===== src/core/bslc_defs.svh =====
`ifndef BSLC_DEFS_SVH
`define BSLC_DEFS_SVH

// Reference divider: the servo frequency is the reference over 8192
`define BSLC_REF_DIV_W 13
`define BSLC_REF_DIV_LAST 13'h1fff

// Period counter in reference ticks
`define BSLC_CNT_W 16
`define BSLC_CNT_MAX 16'hffff
`define BSLC_TARGET 16'h2000
// 6.25 percent of 8192 ticks
`define BSLC_LOCK_BAND 16'h0200
`define BSLC_LOCK_LO (`BSLC_TARGET - `BSLC_LOCK_BAND)
`define BSLC_LOCK_HI (`BSLC_TARGET + `BSLC_LOCK_BAND)
// Two feedback periods at the set speed
`define BSLC_PAIR_TARGET 17'h04000

// Duty and PWM counter width
`define BSLC_DUTY_W 13

// Synchronised input vector layout
`define BSLC_IN_W 10
`define BSLC_IN_OSC 0
`define BSLC_IN_FG 1
`define BSLC_IN_HALL_LSB 2
`define BSLC_IN_HALL_MSB 4
`define BSLC_IN_DIR 5
`define BSLC_IN_STOP 6
`define BSLC_IN_ILIM 7
`define BSLC_IN_PROT 8
`define BSLC_IN_LDPIN 9

// Register map
`define BSLC_ADDR_W 8
`define BSLC_DATA_W 32
`define BSLC_ADDR_STATUS 8'h00
`define BSLC_ADDR_MASK 8'h04
`define BSLC_ADDR_STATE 8'h08

// Event bits of status and mask
`define BSLC_EV_W 4
`define BSLC_EV_LOCK_GAIN 0
`define BSLC_EV_LOCK_LOST 1
`define BSLC_EV_PROTECT 2
`define BSLC_EV_OVERCUR 3

// State register fields
`define BSLC_ST_LOCKED 0
`define BSLC_ST_SHUT 1
`define BSLC_ST_RUN 2
`define BSLC_ST_DIR 3
`define BSLC_ST_LDPIN 4
`define BSLC_ST_DUTY_LSB 16

`endif


===== src/core/bslc_pkg.sv =====
package bslc_pkg;

   // Drive state of the whole block
   typedef enum logic [1:0]
   {
      RUN_STOP = 2'b00,
      RUN_GO = 2'b01,
      RUN_SHUT = 2'b10
   } bslc_run_t;

   // Phase detector state
   typedef enum logic [1:0]
   {
      PFD_IDLE = 2'b00,
      PFD_UP = 2'b01,
      PFD_DOWN = 2'b10
   } bslc_pfd_t;

endpackage : bslc_pkg


===== src/core/bslc_sync.sv =====
`timescale 1ns/10ps
`default_nettype none

module bslc_sync
#(
   parameter int WIDTH = 1
)
(
   input wire logic ref_clk, // System clock
   input wire logic rst, // Async reset, active high
   input wire logic ce, // Clock enable
   input wire logic [WIDTH-1:0] d, // Asynchronous inputs
   output logic [WIDTH-1:0] q // Synchronised outputs
);

   logic [WIDTH-1:0] meta; // First stage, read only by q

   // Two-flop synchroniser
   always_ff @(posedge ref_clk or posedge rst)
   begin
      if (rst)
      begin
         meta <= '0;
         q <= '0;
      end
      else if (ce)
      begin
         meta <= d;
         q <= meta;
      end
   end

endmodule : bslc_sync

`default_nettype wire


===== src/core/bslc_top.sv =====
// Notes on behaviour
// - Discriminator corrects once per two feedback periods
// - Phase loop gives up/down pulse each period
// - Set feedback frequency is reference over 8192
// - Reference from crystal or external, 1-10 MHz
// - Power set by on-duty only, switches fully on
// - PWM only on low side; high side commutates
// - Current at limit cuts the on-duty
// - Within 6.25 percent is locked; indicator low
// - Outside lock band, speed error sets duty
// - Unlocked too long while running: low side off
// - Shutdown latched until stop or power cycle
// - Direction input reverses commutation, even running
// - Overcurrent after reversal: low off, high brakes
// - Direction low forward, high or open reverse
//
// Chosen here: the address-and-strobe port and the register offsets.
`timescale 1ns/10ps
`default_nettype none
`include "bslc_defs.svh"

module bslc_top
#(
   parameter logic [31:0] PROTECT_TICKS = 32'h0131_2d00, // Lock guard time
   parameter logic [`BSLC_DUTY_W-1:0] PWM_PERIOD = 13'h1388, // 20 kHz
   parameter logic [`BSLC_DUTY_W-1:0] START_DUTY = 13'h1388, // Duty at start
   parameter int DISC_SHIFT = 3 // Discriminator gain as right shift
)
(
   input wire logic ref_clk, // 100 MHz system clock
   input wire logic rst, // Async reset, active high
   input wire logic ce, // Clock enable, freezes state when low
   input wire logic osc_input, // Crystal or external reference
   output logic osc_output, // Inverted reference for the crystal
   input wire logic speed_feedback_pulse, // Tachometer pulses
   input wire logic [2:0] hall_in, // Hall inputs, [0] is hall_input_three
   input wire logic dir_select, // Low forward, high reverse
   input wire logic stop_req, // High stops, low runs
   input wire logic current_limit, // Overcurrent comparator
   input wire logic lock_protect_timing, // Low disables protection
   input wire logic speed_lock_indicator_i, // Lock pin level
   output logic speed_lock_indicator_o, // Lock pin drive level
   output logic speed_lock_indicator_oe, // Lock pin pulled low
   output logic [2:0] high_side, // Source switches, [0] is OUT1
   output logic [2:0] low_side, // Sink switches, [0] is OUT1
   output logic pll_up, // Phase pump up
   output logic pll_down, // Phase pump down
   input wire logic [`BSLC_ADDR_W-1:0] reg_addr, // Register address
   input wire logic [`BSLC_DATA_W-1:0] reg_wdata, // Write data
   input wire logic reg_wr, // Write strobe
   input wire logic reg_rd, // Read strobe
   output logic [`BSLC_DATA_W-1:0] reg_rdata, // Read data, one cycle late
   output logic irq // Level interrupt
);

   // Source and sink from one hall state, forward order
   function automatic logic [5:0] bslc_commute(input logic [2:0] h);
      logic [5:0] r;
      r = 6'h00;
      unique case (h)
         3'h5: r = {3'h2, 3'h1};
         3'h4: r = {3'h4, 3'h1};
         3'h6: r = {3'h4, 3'h2};
         3'h2: r = {3'h1, 3'h2};
         3'h3: r = {3'h1, 3'h4};
         3'h1: r = {3'h2, 3'h4};
         default: r = 6'h00; // All-equal halls are illegal: all off
      endcase
      return r;
   endfunction : bslc_commute

   logic [`BSLC_IN_W-1:0] pins; // Synchronised pin levels
   logic osc_q; // Previous reference level
   logic fg_q; // Previous feedback level
   logic [`BSLC_REF_DIV_W-1:0] ref_div; // Reference divider
   logic [`BSLC_CNT_W-1:0] per_cnt; // Ticks in current period
   logic [`BSLC_CNT_W-1:0] prev_per; // Ticks in last period
   logic half; // Second period of a pair
   logic locked; // Speed inside lock band
   logic [`BSLC_DUTY_W-1:0] duty; // PWM on-time in cycles
   logic [`BSLC_DUTY_W-1:0] pwm_cnt; // PWM carrier
   logic chop; // Cut by current limit
   logic [31:0] prot_cnt; // Unlocked time in ticks
   logic ilim_q; // Previous current limit level
   logic [`BSLC_EV_W-1:0] status; // Sticky events
   logic [`BSLC_EV_W-1:0] mask; // Interrupt enables
   bslc_pkg::bslc_run_t run_state; // Drive state
   bslc_pkg::bslc_run_t next_run;
   bslc_pkg::bslc_pfd_t pfd_state; // Phase detector
   bslc_pkg::bslc_pfd_t next_pfd;

   // Every pin except the register port passes two flops before use
   bslc_sync #(.WIDTH(`BSLC_IN_W)) u_sync
   (
      .ref_clk(ref_clk),
      .rst(rst),
      .ce(ce),
      .d({speed_lock_indicator_i, lock_protect_timing, current_limit,
          stop_req, dir_select, hall_in, speed_feedback_pulse, osc_input}),
      .q(pins)
   );

   // Decoded pin levels
   wire osc_s = pins[`BSLC_IN_OSC];
   wire fg_s = pins[`BSLC_IN_FG];
   wire [2:0] hall_s = pins[`BSLC_IN_HALL_MSB:`BSLC_IN_HALL_LSB];
   wire dir_s = pins[`BSLC_IN_DIR];
   wire stop_s = pins[`BSLC_IN_STOP];
   wire ilim_s = pins[`BSLC_IN_ILIM];
   wire prot_en = pins[`BSLC_IN_PROT];
   wire ldpin_s = pins[`BSLC_IN_LDPIN];

   // Reference tick: rising edge of crystal or external clock.
   // Up to 10 MHz leaves ten samples a period at 100 MHz.
   wire ref_tick = osc_s & ~osc_q;
   wire ref_edge = ref_tick & (ref_div == `BSLC_REF_DIV_LAST);
   wire fg_edge = fg_s & ~fg_q;

   // Lock band on the period; a stalled motor runs past it
   wire per_in_band = (per_cnt >= `BSLC_LOCK_LO) &&
                      (per_cnt <= `BSLC_LOCK_HI);
   wire per_over = per_cnt > `BSLC_LOCK_HI;
   wire next_locked = fg_edge ? per_in_band :
                      (per_over ? 1'b0 : locked);

   // Pair sum for the discriminator
   wire [`BSLC_CNT_W:0] pair_sum = {1'b0, prev_per} + {1'b0, per_cnt};
   wire disc_apply = fg_edge & half & ~locked;
   wire signed [19:0] disc_diff = $signed({3'h0, pair_sum}) -
                                  $signed({3'h0, `BSLC_PAIR_TARGET});
   wire signed [19:0] disc_delta = disc_apply ?
                                   (disc_diff >>> DISC_SHIFT) : 20'sh0;

   // Phase detector: reference first means motor late
   always_comb
   begin
      next_pfd = pfd_state;
      unique case (pfd_state)
         bslc_pkg::PFD_IDLE:
            if (ref_edge & ~fg_edge)
               next_pfd = bslc_pkg::PFD_UP;
            else if (fg_edge & ~ref_edge)
               next_pfd = bslc_pkg::PFD_DOWN;
         bslc_pkg::PFD_UP:
            if (fg_edge)
               next_pfd = bslc_pkg::PFD_IDLE;
         bslc_pkg::PFD_DOWN:
            if (ref_edge)
               next_pfd = bslc_pkg::PFD_IDLE;
         default: next_pfd = bslc_pkg::PFD_IDLE;
      endcase
   end

   // One duty step at the end of each pump pulse
   wire pfd_inc = (pfd_state == bslc_pkg::PFD_UP) & fg_edge;
   wire pfd_dec = (pfd_state == bslc_pkg::PFD_DOWN) & ref_edge;
   wire signed [19:0] pfd_delta = pfd_inc ? 20'sh1 :
                                  (pfd_dec ? -20'sh1 : 20'sh0);

   // Duty is the only power control; clamp to the carrier
   wire signed [19:0] duty_sum = $signed({7'h0, duty}) + disc_delta +
                                 pfd_delta;
   wire signed [19:0] duty_top = $signed({7'h0, PWM_PERIOD});
   wire [`BSLC_DUTY_W-1:0] next_duty =
      (run_state == bslc_pkg::RUN_STOP) ? START_DUTY :
      (duty_sum < 20'sh0) ? 13'h0000 :
      (duty_sum > duty_top) ? PWM_PERIOD :
      duty_sum[`BSLC_DUTY_W-1:0];

   // Wrap clears the chop, but a held limit wins: no stray pulse
   wire pwm_wrap = pwm_cnt >= (PWM_PERIOD - 13'h0001);
   wire next_chop = ilim_s | (chop & ~pwm_wrap);
   wire pwm_on = (pwm_cnt < duty) & ~next_chop;

   // Commutation, reversed by inverting the halls
   wire [2:0] hall_dir = dir_s ? ~hall_s : hall_s;
   wire [5:0] commute = bslc_commute(hall_dir);
   wire [2:0] src = commute[5:3];
   wire [2:0] snk = commute[2:0];

   // Protection timer and state
   wire prot_hit = prot_cnt >= PROTECT_TICKS;
   always_comb
   begin
      next_run = run_state;
      unique case (run_state)
         bslc_pkg::RUN_STOP:
            if (~stop_s)
               next_run = bslc_pkg::RUN_GO;
         bslc_pkg::RUN_GO:
            if (stop_s)
               next_run = bslc_pkg::RUN_STOP;
            else if (prot_hit & prot_en)
               next_run = bslc_pkg::RUN_SHUT;
         bslc_pkg::RUN_SHUT:
            if (stop_s)
               next_run = bslc_pkg::RUN_STOP;
         default: next_run = bslc_pkg::RUN_STOP;
      endcase
   end

   // Counter clears on lock, stop or disabled protection
   wire prot_clr = locked | (run_state != bslc_pkg::RUN_GO) |
                   ~prot_en;
   wire [31:0] next_prot = prot_clr ? 32'h0000_0000 :
                           ((ref_tick & ~prot_hit) ? prot_cnt + 32'h1 :
                            prot_cnt);

   // Events
   wire running = run_state != bslc_pkg::RUN_STOP;
   wire [`BSLC_EV_W-1:0] events;
   assign events[`BSLC_EV_LOCK_GAIN] = next_locked & ~locked;
   assign events[`BSLC_EV_LOCK_LOST] = ~next_locked & locked;
   assign events[`BSLC_EV_PROTECT] = (next_run == bslc_pkg::RUN_SHUT) &
                                    (run_state == bslc_pkg::RUN_GO);
   assign events[`BSLC_EV_OVERCUR] = ilim_s & ~ilim_q & running;

   // Register decode
   wire sel_status = reg_addr == `BSLC_ADDR_STATUS;
   wire sel_mask = reg_addr == `BSLC_ADDR_MASK;
   wire sel_state = reg_addr == `BSLC_ADDR_STATE;
   wire [`BSLC_EV_W-1:0] clr_bits = (reg_wr & sel_status) ?
                                    reg_wdata[`BSLC_EV_W-1:0] : '0;
   // Set wins over a clear in the same cycle
   wire [`BSLC_EV_W-1:0] next_status = (status & ~clr_bits) | events;
   wire [`BSLC_EV_W-1:0] next_mask = (reg_wr & sel_mask) ?
                                     reg_wdata[`BSLC_EV_W-1:0] : mask;
   logic [`BSLC_DATA_W-1:0] state_word; // Live state view
   always_comb
   begin
      state_word = '0;
      state_word[`BSLC_ST_LOCKED] = locked;
      state_word[`BSLC_ST_SHUT] = run_state == bslc_pkg::RUN_SHUT;
      state_word[`BSLC_ST_RUN] = run_state == bslc_pkg::RUN_GO;
      state_word[`BSLC_ST_DIR] = dir_s;
      state_word[`BSLC_ST_LDPIN] = ldpin_s;
      state_word[`BSLC_ST_DUTY_LSB +: `BSLC_DUTY_W] = duty;
   end
   // Unmapped addresses read zero
   wire [`BSLC_DATA_W-1:0] rd_mux =
      sel_status ? {{(`BSLC_DATA_W-`BSLC_EV_W){1'b0}}, status} :
      sel_mask ? {{(`BSLC_DATA_W-`BSLC_EV_W){1'b0}}, mask} :
      sel_state ? state_word : '0;

   // Edge history and reference divider
   always_ff @(posedge ref_clk or posedge rst)
   begin
      if (rst)
      begin
         osc_q <= 1'b0;
         fg_q <= 1'b0;
         ilim_q <= 1'b0;
         ref_div <= '0;
      end
      else if (ce)
      begin
         osc_q <= osc_s;
         fg_q <= fg_s;
         ilim_q <= ilim_s;
         if (ref_tick)
            ref_div <= ref_div + 13'h0001;
      end
   end

   // Period measurement, saturating so a stall cannot wrap
   always_ff @(posedge ref_clk or posedge rst)
   begin
      if (rst)
      begin
         per_cnt <= '0;
         prev_per <= '0;
         half <= 1'b0;
         locked <= 1'b0;
      end
      else if (ce)
      begin
         locked <= next_locked;
         if (fg_edge)
         begin
            prev_per <= per_cnt;
            half <= ~half;
            per_cnt <= ref_tick ? 16'h0001 : 16'h0000;
         end
         else if (ref_tick && per_cnt != `BSLC_CNT_MAX)
            per_cnt <= per_cnt + 16'h0001;
      end
   end

   // Loop state, duty and carrier
   always_ff @(posedge ref_clk or posedge rst)
   begin
      if (rst)
      begin
         pfd_state <= bslc_pkg::PFD_IDLE;
         run_state <= bslc_pkg::RUN_STOP;
         duty <= '0;
         pwm_cnt <= '0;
         chop <= 1'b0;
         prot_cnt <= '0;
      end
      else if (ce)
      begin
         pfd_state <= next_pfd;
         run_state <= next_run;
         duty <= next_duty;
         pwm_cnt <= pwm_wrap ? 13'h0000 : pwm_cnt + 13'h0001;
         chop <= next_chop;
         prot_cnt <= next_prot;
      end
   end

   // Drive outputs, all registered
   always_ff @(posedge ref_clk or posedge rst)
   begin
      if (rst)
      begin
         high_side <= 3'h0;
         low_side <= 3'h0;
         pll_up <= 1'b0;
         pll_down <= 1'b0;
         osc_output <= 1'b0;
         speed_lock_indicator_o <= 1'b0;
         speed_lock_indicator_oe <= 1'b0;
      end
      else if (ce)
      begin
         // High side only commutates and stays on in shutdown,
         // which gives the short brake after a hard reversal
         high_side <= (next_run != bslc_pkg::RUN_STOP) ? src : 3'h0;
         // Only the low side switches, cut by chop or shutdown
         low_side <= (next_run == bslc_pkg::RUN_GO) ?
                     (snk & {3{pwm_on}}) : 3'h0;
         pll_up <= next_pfd == bslc_pkg::PFD_UP;
         pll_down <= next_pfd == bslc_pkg::PFD_DOWN;
         osc_output <= ~osc_s;
         speed_lock_indicator_o <= 1'b0;
         speed_lock_indicator_oe <= next_locked;
      end
   end

   // Register bus and interrupt
   always_ff @(posedge ref_clk or posedge rst)
   begin
      if (rst)
      begin
         status <= '0;
         mask <= '0;
         reg_rdata <= '0;
         irq <= 1'b0;
      end
      else if (ce)
      begin
         status <= next_status;
         mask <= next_mask;
         reg_rdata <= reg_rd ? rd_mux : '0;
         irq <= |(next_status & next_mask);
      end
   end

endmodule : bslc_top

`default_nettype wire


===== config.mk =====
export PLATFORM = sky130hd
export DESIGN_NAME = bslc_top
export DESIGN_NICKNAME = d
export VERILOG_FILES = /design/src/core/bslc_pkg.sv /design/src/core/bslc_sync.sv /design/src/core/bslc_top.sv
export VERILOG_INCLUDE_DIRS = /design/src /design/src/core
export SDC_FILE = /design/constraint.sdc
export NUM_CORES = 1
export LEC_CHECK = 0
export BUFFER_PORTS_ARGS = -buffer_cell sky130_fd_sc_hd__buf_2
export CAP_MARGIN = 20
export CORE_ASPECT_RATIO = 1.4
export CORE_MARGIN = 4
export CORE_UTILIZATION = 54
export CTS_CLUSTER_SIZE = 40
export DETAILED_ROUTE_END_ITERATION = 16
export PLACE_DENSITY_LB_ADDON = 0.08
export SLEW_MARGIN = 0
export SYNTH_ARGS = -nofsm -noshare
export SYNTH_HDL_FRONTEND = slang
export SYNTH_SLANG_ARGS = --single-unit

===== constraint.sdc =====
create_clock -name ref_clk -period 4.8 [get_ports ref_clk]
set_input_delay 0.48 -clock ref_clk [delete_from_list [all_inputs] [get_ports ref_clk]]
set_output_delay 0.48 -clock ref_clk [all_outputs]
set_load 0.005 [all_outputs]

======== Word-level counts from Yosys, hierarchy flattened ========
Index checks and enable logic that the tools add are counted.
word-level totals
  flip-flop bits (word level) ............. 183
  bits of input ports ..................... 55
  output and inout port bits .............. 44
operators by class
  bitwise operators ....................... 42
  magnitude comparators ................... 8
  mux-type cells .......................... 34
  eq/ne operators ......................... 19
  reduce and logical (&&, ||, !) cells .... 14
  add/sub/neg operators ................... 8
operators by type and width
  cell                                                               count
  2-to-1 mux 29 bit                                                  4
  2-to-1 mux 32 bit                                                  2
  2-to-1 mux 20 bit                                                  3
  2-to-1 mux 13 bit                                                  4
  one-hot mux 6 bit (6 select lines)                                 1
  adder 32 x 1 -> 32 bit (second input constant)                     1
  >= comparator 32 x 25 -> 1 bit (second input constant)             1
  2-to-1 mux 16 bit                                                  2
  adder 13 x 1 -> 13 bit (second input constant)                     2
  adder 14 x 20 -> 20 bit                                            1
  adder 20 bit                                                       1
  AND 1 bit                                                          20
  > comparator 20 x 14 -> 1 bit (second input constant)              1
  < comparator 20 x 1 -> 1 bit (second input constant)               1
  subtractor 17 x 15 -> 18 bit (second input constant)               1
  adder 16 x 16 -> 17 bit                                            1
  adder 16 x 1 -> 16 bit (second input constant)                     1
  >= comparator 16 x 13 -> 1 bit (second input constant)             1
  > comparator 16 x 14 -> 1 bit (second input constant)              1
  less-or-equal comparator 16 x 14 -> 1 bit (second input constant)  1
  2-to-1 mux 2 bit                                                   8
  != test 16 bit (second input constant)                             1
  equality test 13 bit (second input constant)                       1
  >= comparator 13 bit (second input constant)                       1
  26 further kinds                                                   64

======== Logic depth before layout (Yosys ltp) ========
  word-level depth ........................ 11
  depth in mapped cells ................... 21

======== Cells and area by module ========
A second synthesis with hierarchy kept.
second synthesis, totals
  cell total of the unflattened synthesis .. 1006
  area total of the unflattened synthesis .. 9974.6 sq um
by module, submodules not included
  module     instances  sequential area each (sq um)  area each (sq um)  cells an instance
  bslc_top   1          3728.6                        9147.5             963
  bslc_sync  1          500.5                         827.0              43

======== Worst setup path after synthesis ========
OpenSTA, ideal clock, no wires.
  path kind ............................... flip-flop to flip-flop
  from .................................... reg per_cnt[7]
  to ...................................... reg duty[0]
  path buffers ............................ 2
  slack ................................... -0.159 ns
  data required time ...................... 4.678 ns
  stages on the path, launching flop included .. 22
  clock period less this slack ............ 4.959 ns
  arrival ................................. 4.838 ns
  cells stage by stage .................... dfrtp_1 > ha_1 > ha_1 > a21oi_1 > nand3_1 > o21ai_0 > o211ai_1 > a21oi_1 > xnor2_1 > nand2_1 > fa_1 > inv_1 > ha_1 > clkbuf_1 > o211a_1 > nor2_1 > nor2_1 > a221o_1 > a311o_1 > and3_1 > buf_1 > a32o_1
between the ends
  word-level cells in the longest chain between the ends .. 9
  elaborated cells on any way between the ends .. 10
  those cells by class .................... add/sub: 4; order compare: 2; mux: 4
RTL lines
  item                            line             source
  from (decl)                     bslc_top.sv:76   logic [`BSLC_CNT_W-1:0] per_cnt;
  from (signal assigned)          bslc_top.sv:282  per_cnt <= ref_tick ? 16'h0001 : 16'h0000;
  from (signal assigned)          bslc_top.sv:285  per_cnt <= per_cnt + 16'h0001;
  adder 16 x 16 -> 17 bit *       bslc_top.sv:127  wire [`BSLC_CNT_W:0] pair_sum = {1'b0, prev_per} + {1'b0, per_cnt};
  subtractor 17 x 15 -> 18 bit *  bslc_top.sv:129  wire signed [19:0] disc_diff = $signed({3'h0, pair_sum}) -
  2-to-1 mux 20 bit *             bslc_top.sv:131  wire signed [19:0] disc_delta = disc_apply ?
  adder 14 x 20 -> 20 bit *       bslc_top.sv:161  wire signed [19:0] duty_sum = $signed({7'h0, duty}) + disc_delta +
  adder 20 bit *                  bslc_top.sv:161
  > comparator 20 x 14 -> 1 bit   bslc_top.sv:167  (duty_sum > duty_top) ? PWM_PERIOD :
  2-to-1 mux 13 bit               bslc_top.sv:167
  2-to-1 mux 13 bit *             bslc_top.sv:166  (duty_sum < 20'sh0) ? 13'h0000 :
  2-to-1 mux 13 bit *             bslc_top.sv:165  (run_state == bslc_pkg::RUN_STOP) ? START_DUTY :
  to (signal assigned)            bslc_top.sv:305  duty <= next_duty;
  to (decl)                       bslc_top.sv:80   logic [`BSLC_DUTY_W-1:0] duty;
Every way passes the cells marked *; elsewhere a longest branch is shown, timed or not.
A chain may end at the register's enable or synchronous reset.

======== Worst setup path in the final report ========
  from .................................... reg per_cnt[3]
  to ...................................... reg duty[3]
Same word-level chain as after synthesis.

==> impl_metrics.tcl <==
set metrics [dict create \
    clk_latency_ns 0.44 \
    final_max_slew_viol_count 0 \
    peakVddDrop_mv 0.255 \
    post-route-period-util_pct 99.8 \
    placedInstanceArea_mm2 0.0111 \
    timing.final.ws_setup_ns 0.0118 \
    worstPathMaxFanout 4 \
    synthDominantCellAreaShare_pct 41.6 \
    tightest_slew_ns 0.775 \
    die_area_mm2 0.0211 \
    hold_viol 0 \
    p_leak_nw 5.65 \
    overflow 0 \
    crit_start "per_cnt[3]" \
    port-buffer-count 55 \
    power_density_mw_per_mm2 346 \
    final_area_mm2 0.0123 \
    min_path_type "input port to asynchronous set/reset pin" \
    max-cap-violations 0 \
    yosysMostFrequentCell "dfrtp_1" \
    area_delta_synth_final_pct 21.3 \
    max_stage_delay_ns 0.50 \
    grt_pass1_vias 8139 \
    power.total_mw 4.27 \
    cts_buffers 17 \
    pin_count 99 \
    num_rows 59 \
    worstPathRequired_ns 5.09 \
    skew_ns 0.0167 \
    path_class "flop to flop" \
    ys_ff_latch 169 \
    max_slew_margin_pct 48.4 \
    core_mm2 0.0185 \
    outcome "complete, no violations" \
    crit_buf_inv 6 \
    synth-edff-count 0 \
    fillers 1495 \
    synth_cell_types 76 \
    grt_max_degree 129 \
    die_y_um 170 \
    avgSynthCellArea_um2 9.51 \
    first_pass_iters 5 \
    grt_pass1_wl_mm 39.4 \
    reg2reg_from "per_cnt[3]" \
    routabilityCongestion 0.829 \
    yosys_most_used_dff "dfrtp_1" \
    fmax_mhz 209 \
    cts_root_buf "clkbuf_16" \
    dieWidth_um 124 \
    antenna_found_initial 0 \
    yosysWarnings 0 \
    setup_viol 0 \
    wirelength_mm 24.8 \
    dp_slack_ns -0.198 \
    vias 8324 \
    netlist_top_cells_area "dfrtp_1 42%, ha_1 7.9%, nand2_1 3.7%" \
    top_usage_layer "met2" \
    h-tree-depth 4 \
    layout.cells.non_filler 1443 \
    rsz0062_at_grt "true" \
    place_hpwl_mm 17.4 \
    grt_util_met3_pct 4.09 \
    clkSinkCount 169 \
    crit_top_cell "buf_4" \
    vias_per_cell 5.77 \
    clock_path_buffers 2 \
    crit_slowest_cell "fa_1" \
    dpl.cell_count 1400 \
    final_nets 1320 \
    ant_nets 0 \
    end_kind "flop" \
    drtIter0Drc 391 \
    fin_crit_ns 4.79 \
    wire_per_inst_um 17.2 \
    synthCells 1069 \
    cts_tree "done" \
    clk_pin_slew_ns 0.07 \
    cts_hold_buffers 0 \
    grt_usage_pct 23.5 \
    diodes 0 \
    crit_chain "ha_1 -> ha_1 -> o21ai_1 -> a22oi_1 -> buf_4 -> a21o_1 -> buf_4 -> xnor2_1 -> nand2b_1 -> fa_1 -> inv_1 -> ha_4 -> a211oi_2 -> o21a_1 -> or3_4 -> buf_6 -> a311oi_2 -> buf_4 -> nand2_1 -> buf_4 -> o211ai_4 -> a311oi_2" \
    met2_usage_pct 42.5 \
    synth_commonest_cells "169 x dfrtp_1, 101 x nand2_1, 92 x nor2_1, 71 x inv_1, 64 x ha_1" \
    yosysSeqAreaShare_pct 41.6 \
    use_met1_pct 28.1 \
    layout-drive-gt1-share_pct 23.4 \
    synth_top_cell_by_area "dfrtp_1" \
    netlist_area_mm2 0.0102 \
    cpLargestDelayFamily "adder cells" \
    worstPathArrival_ns 5.08 \
    cp-start-kind "flop" \
    worst_hold_slack_ns 0.260 \
    synthArstFlopShare_pct 100 \
    initial_core_util_pct 54.9 \
    drc 0 \
]
-- layer usage --
layer  part of all wire (%)  routed length [um]
met5                      0                   0
met4                    3.0                 747
met3                    2.7                 674
met2                     54               13300
met1                     41               10100
-- logic make-up after synthesis --
family / count (synthesis) / synth area share, %
adder cells (fa/ha/maj): 78 / 10.6
other: 1 / 0.0369
buffers and inverters: 121 / 5.03
AO/OA/AOI/OAI: 253 / 17.6
multiplexers: 28 / 3.08
flip-flops: 169 / 41.6
AND/OR/NAND/NOR: 370 / 17.8
XOR/XNOR: 49 / 4.22
-- report_power, final --
part | internal (mW) | switching (mW)
registers | 1.56 | 0.155
clock network | 0.899 | 0.600
logic | 0.470 | 0.580
-- cell type report --
class	instances	area, um2	share of cell area, %
clock inverters	13	206	1.67
well taps	244	305	2.47
repair buffers	135	900	7.29
flip-flops and latches	169	4230	34.3
multi-input cells	793	5990	48.5
clock buffers	18	439	3.56
inverters	71	270	2.19
-- registers in the layout (all words and copies together), names as in the netlist, 13 cells and up --
| name | count |
|---|---|
| per_cnt | 16 |
| reg_rdata | 18 |
| duty | 13 |
| pwm_cnt | 13 |
| ref_div | 13 |
| prot_cnt | 32 |
| prev_per | 16 |
-- cell usage in the layout (no fill, tap or decap), drive strengths merged, types with 10 or more instances in the layout --
cell type / instances
conb: 15
xor2: 22
fa: 14
nor2: 92
nor2b: 10
or3: 20
nor3: 21
buf: 135
ha: 64
nand2b: 12
and2: 14
clkbuf: 18
nand2: 101
and3: 17
nand4: 22
xnor2: 27
o22ai: 10
a22o: 20
nand3: 25
dfrtp: 169
a21oi: 49
nor4: 11
inv: 76
mux2: 26
o211ai: 10
o21ai: 68
-- stage by stage --
step                      util [%]  setup TNS [ns]
after global routing          66.6           -1.35
after floorplan                  -               0
after global placement        59.8          -0.449
final                         66.6               0
after detailed placement      59.9           -1.38
after CTS                     64.0         -0.0355
-- repair_timing --
item,4_1_cts,5_1_grt
buffers inserted,2,10
pin swaps,6,53
resized for setup,16,71
endpoints found under the setup margin,13,13
-- worst reg2reg max path, cell delays in order (launching register included) --
cell      delay, ns
dfrtp_1        0.38
ha_1           0.30
ha_1           0.31
o21ai_1        0.13
a22oi_1        0.09
buf_4          0.17
a21o_1         0.19
buf_4          0.14
xnor2_1        0.12
nand2b_1       0.17
fa_1           0.50
inv_1          0.07
ha_4           0.29
a211oi_2       0.07
o21a_1         0.21
or3_4          0.43
buf_6          0.14
a311oi_2       0.19
buf_4          0.16
nand2_1        0.07
buf_4          0.17
o211ai_4       0.22
a311oi_2       0.13
-- worst paths after layout --
kind	endpoint	slack (ns)	cells past startpoint
setup / recovery	duty[3]	0.01	22
hold / removal	prot_cnt[13]	0.26	3
setup reg to reg	duty[3]	0.01	22
hold reg to reg	ref_div[12]	0.48	1
max in group asynchronous	reg_rdata[18]	4.01	3
min in group ref_clk	u_sync.meta[0]	0.27	2
Note: power is estimated with default switching activity, not from simulation.
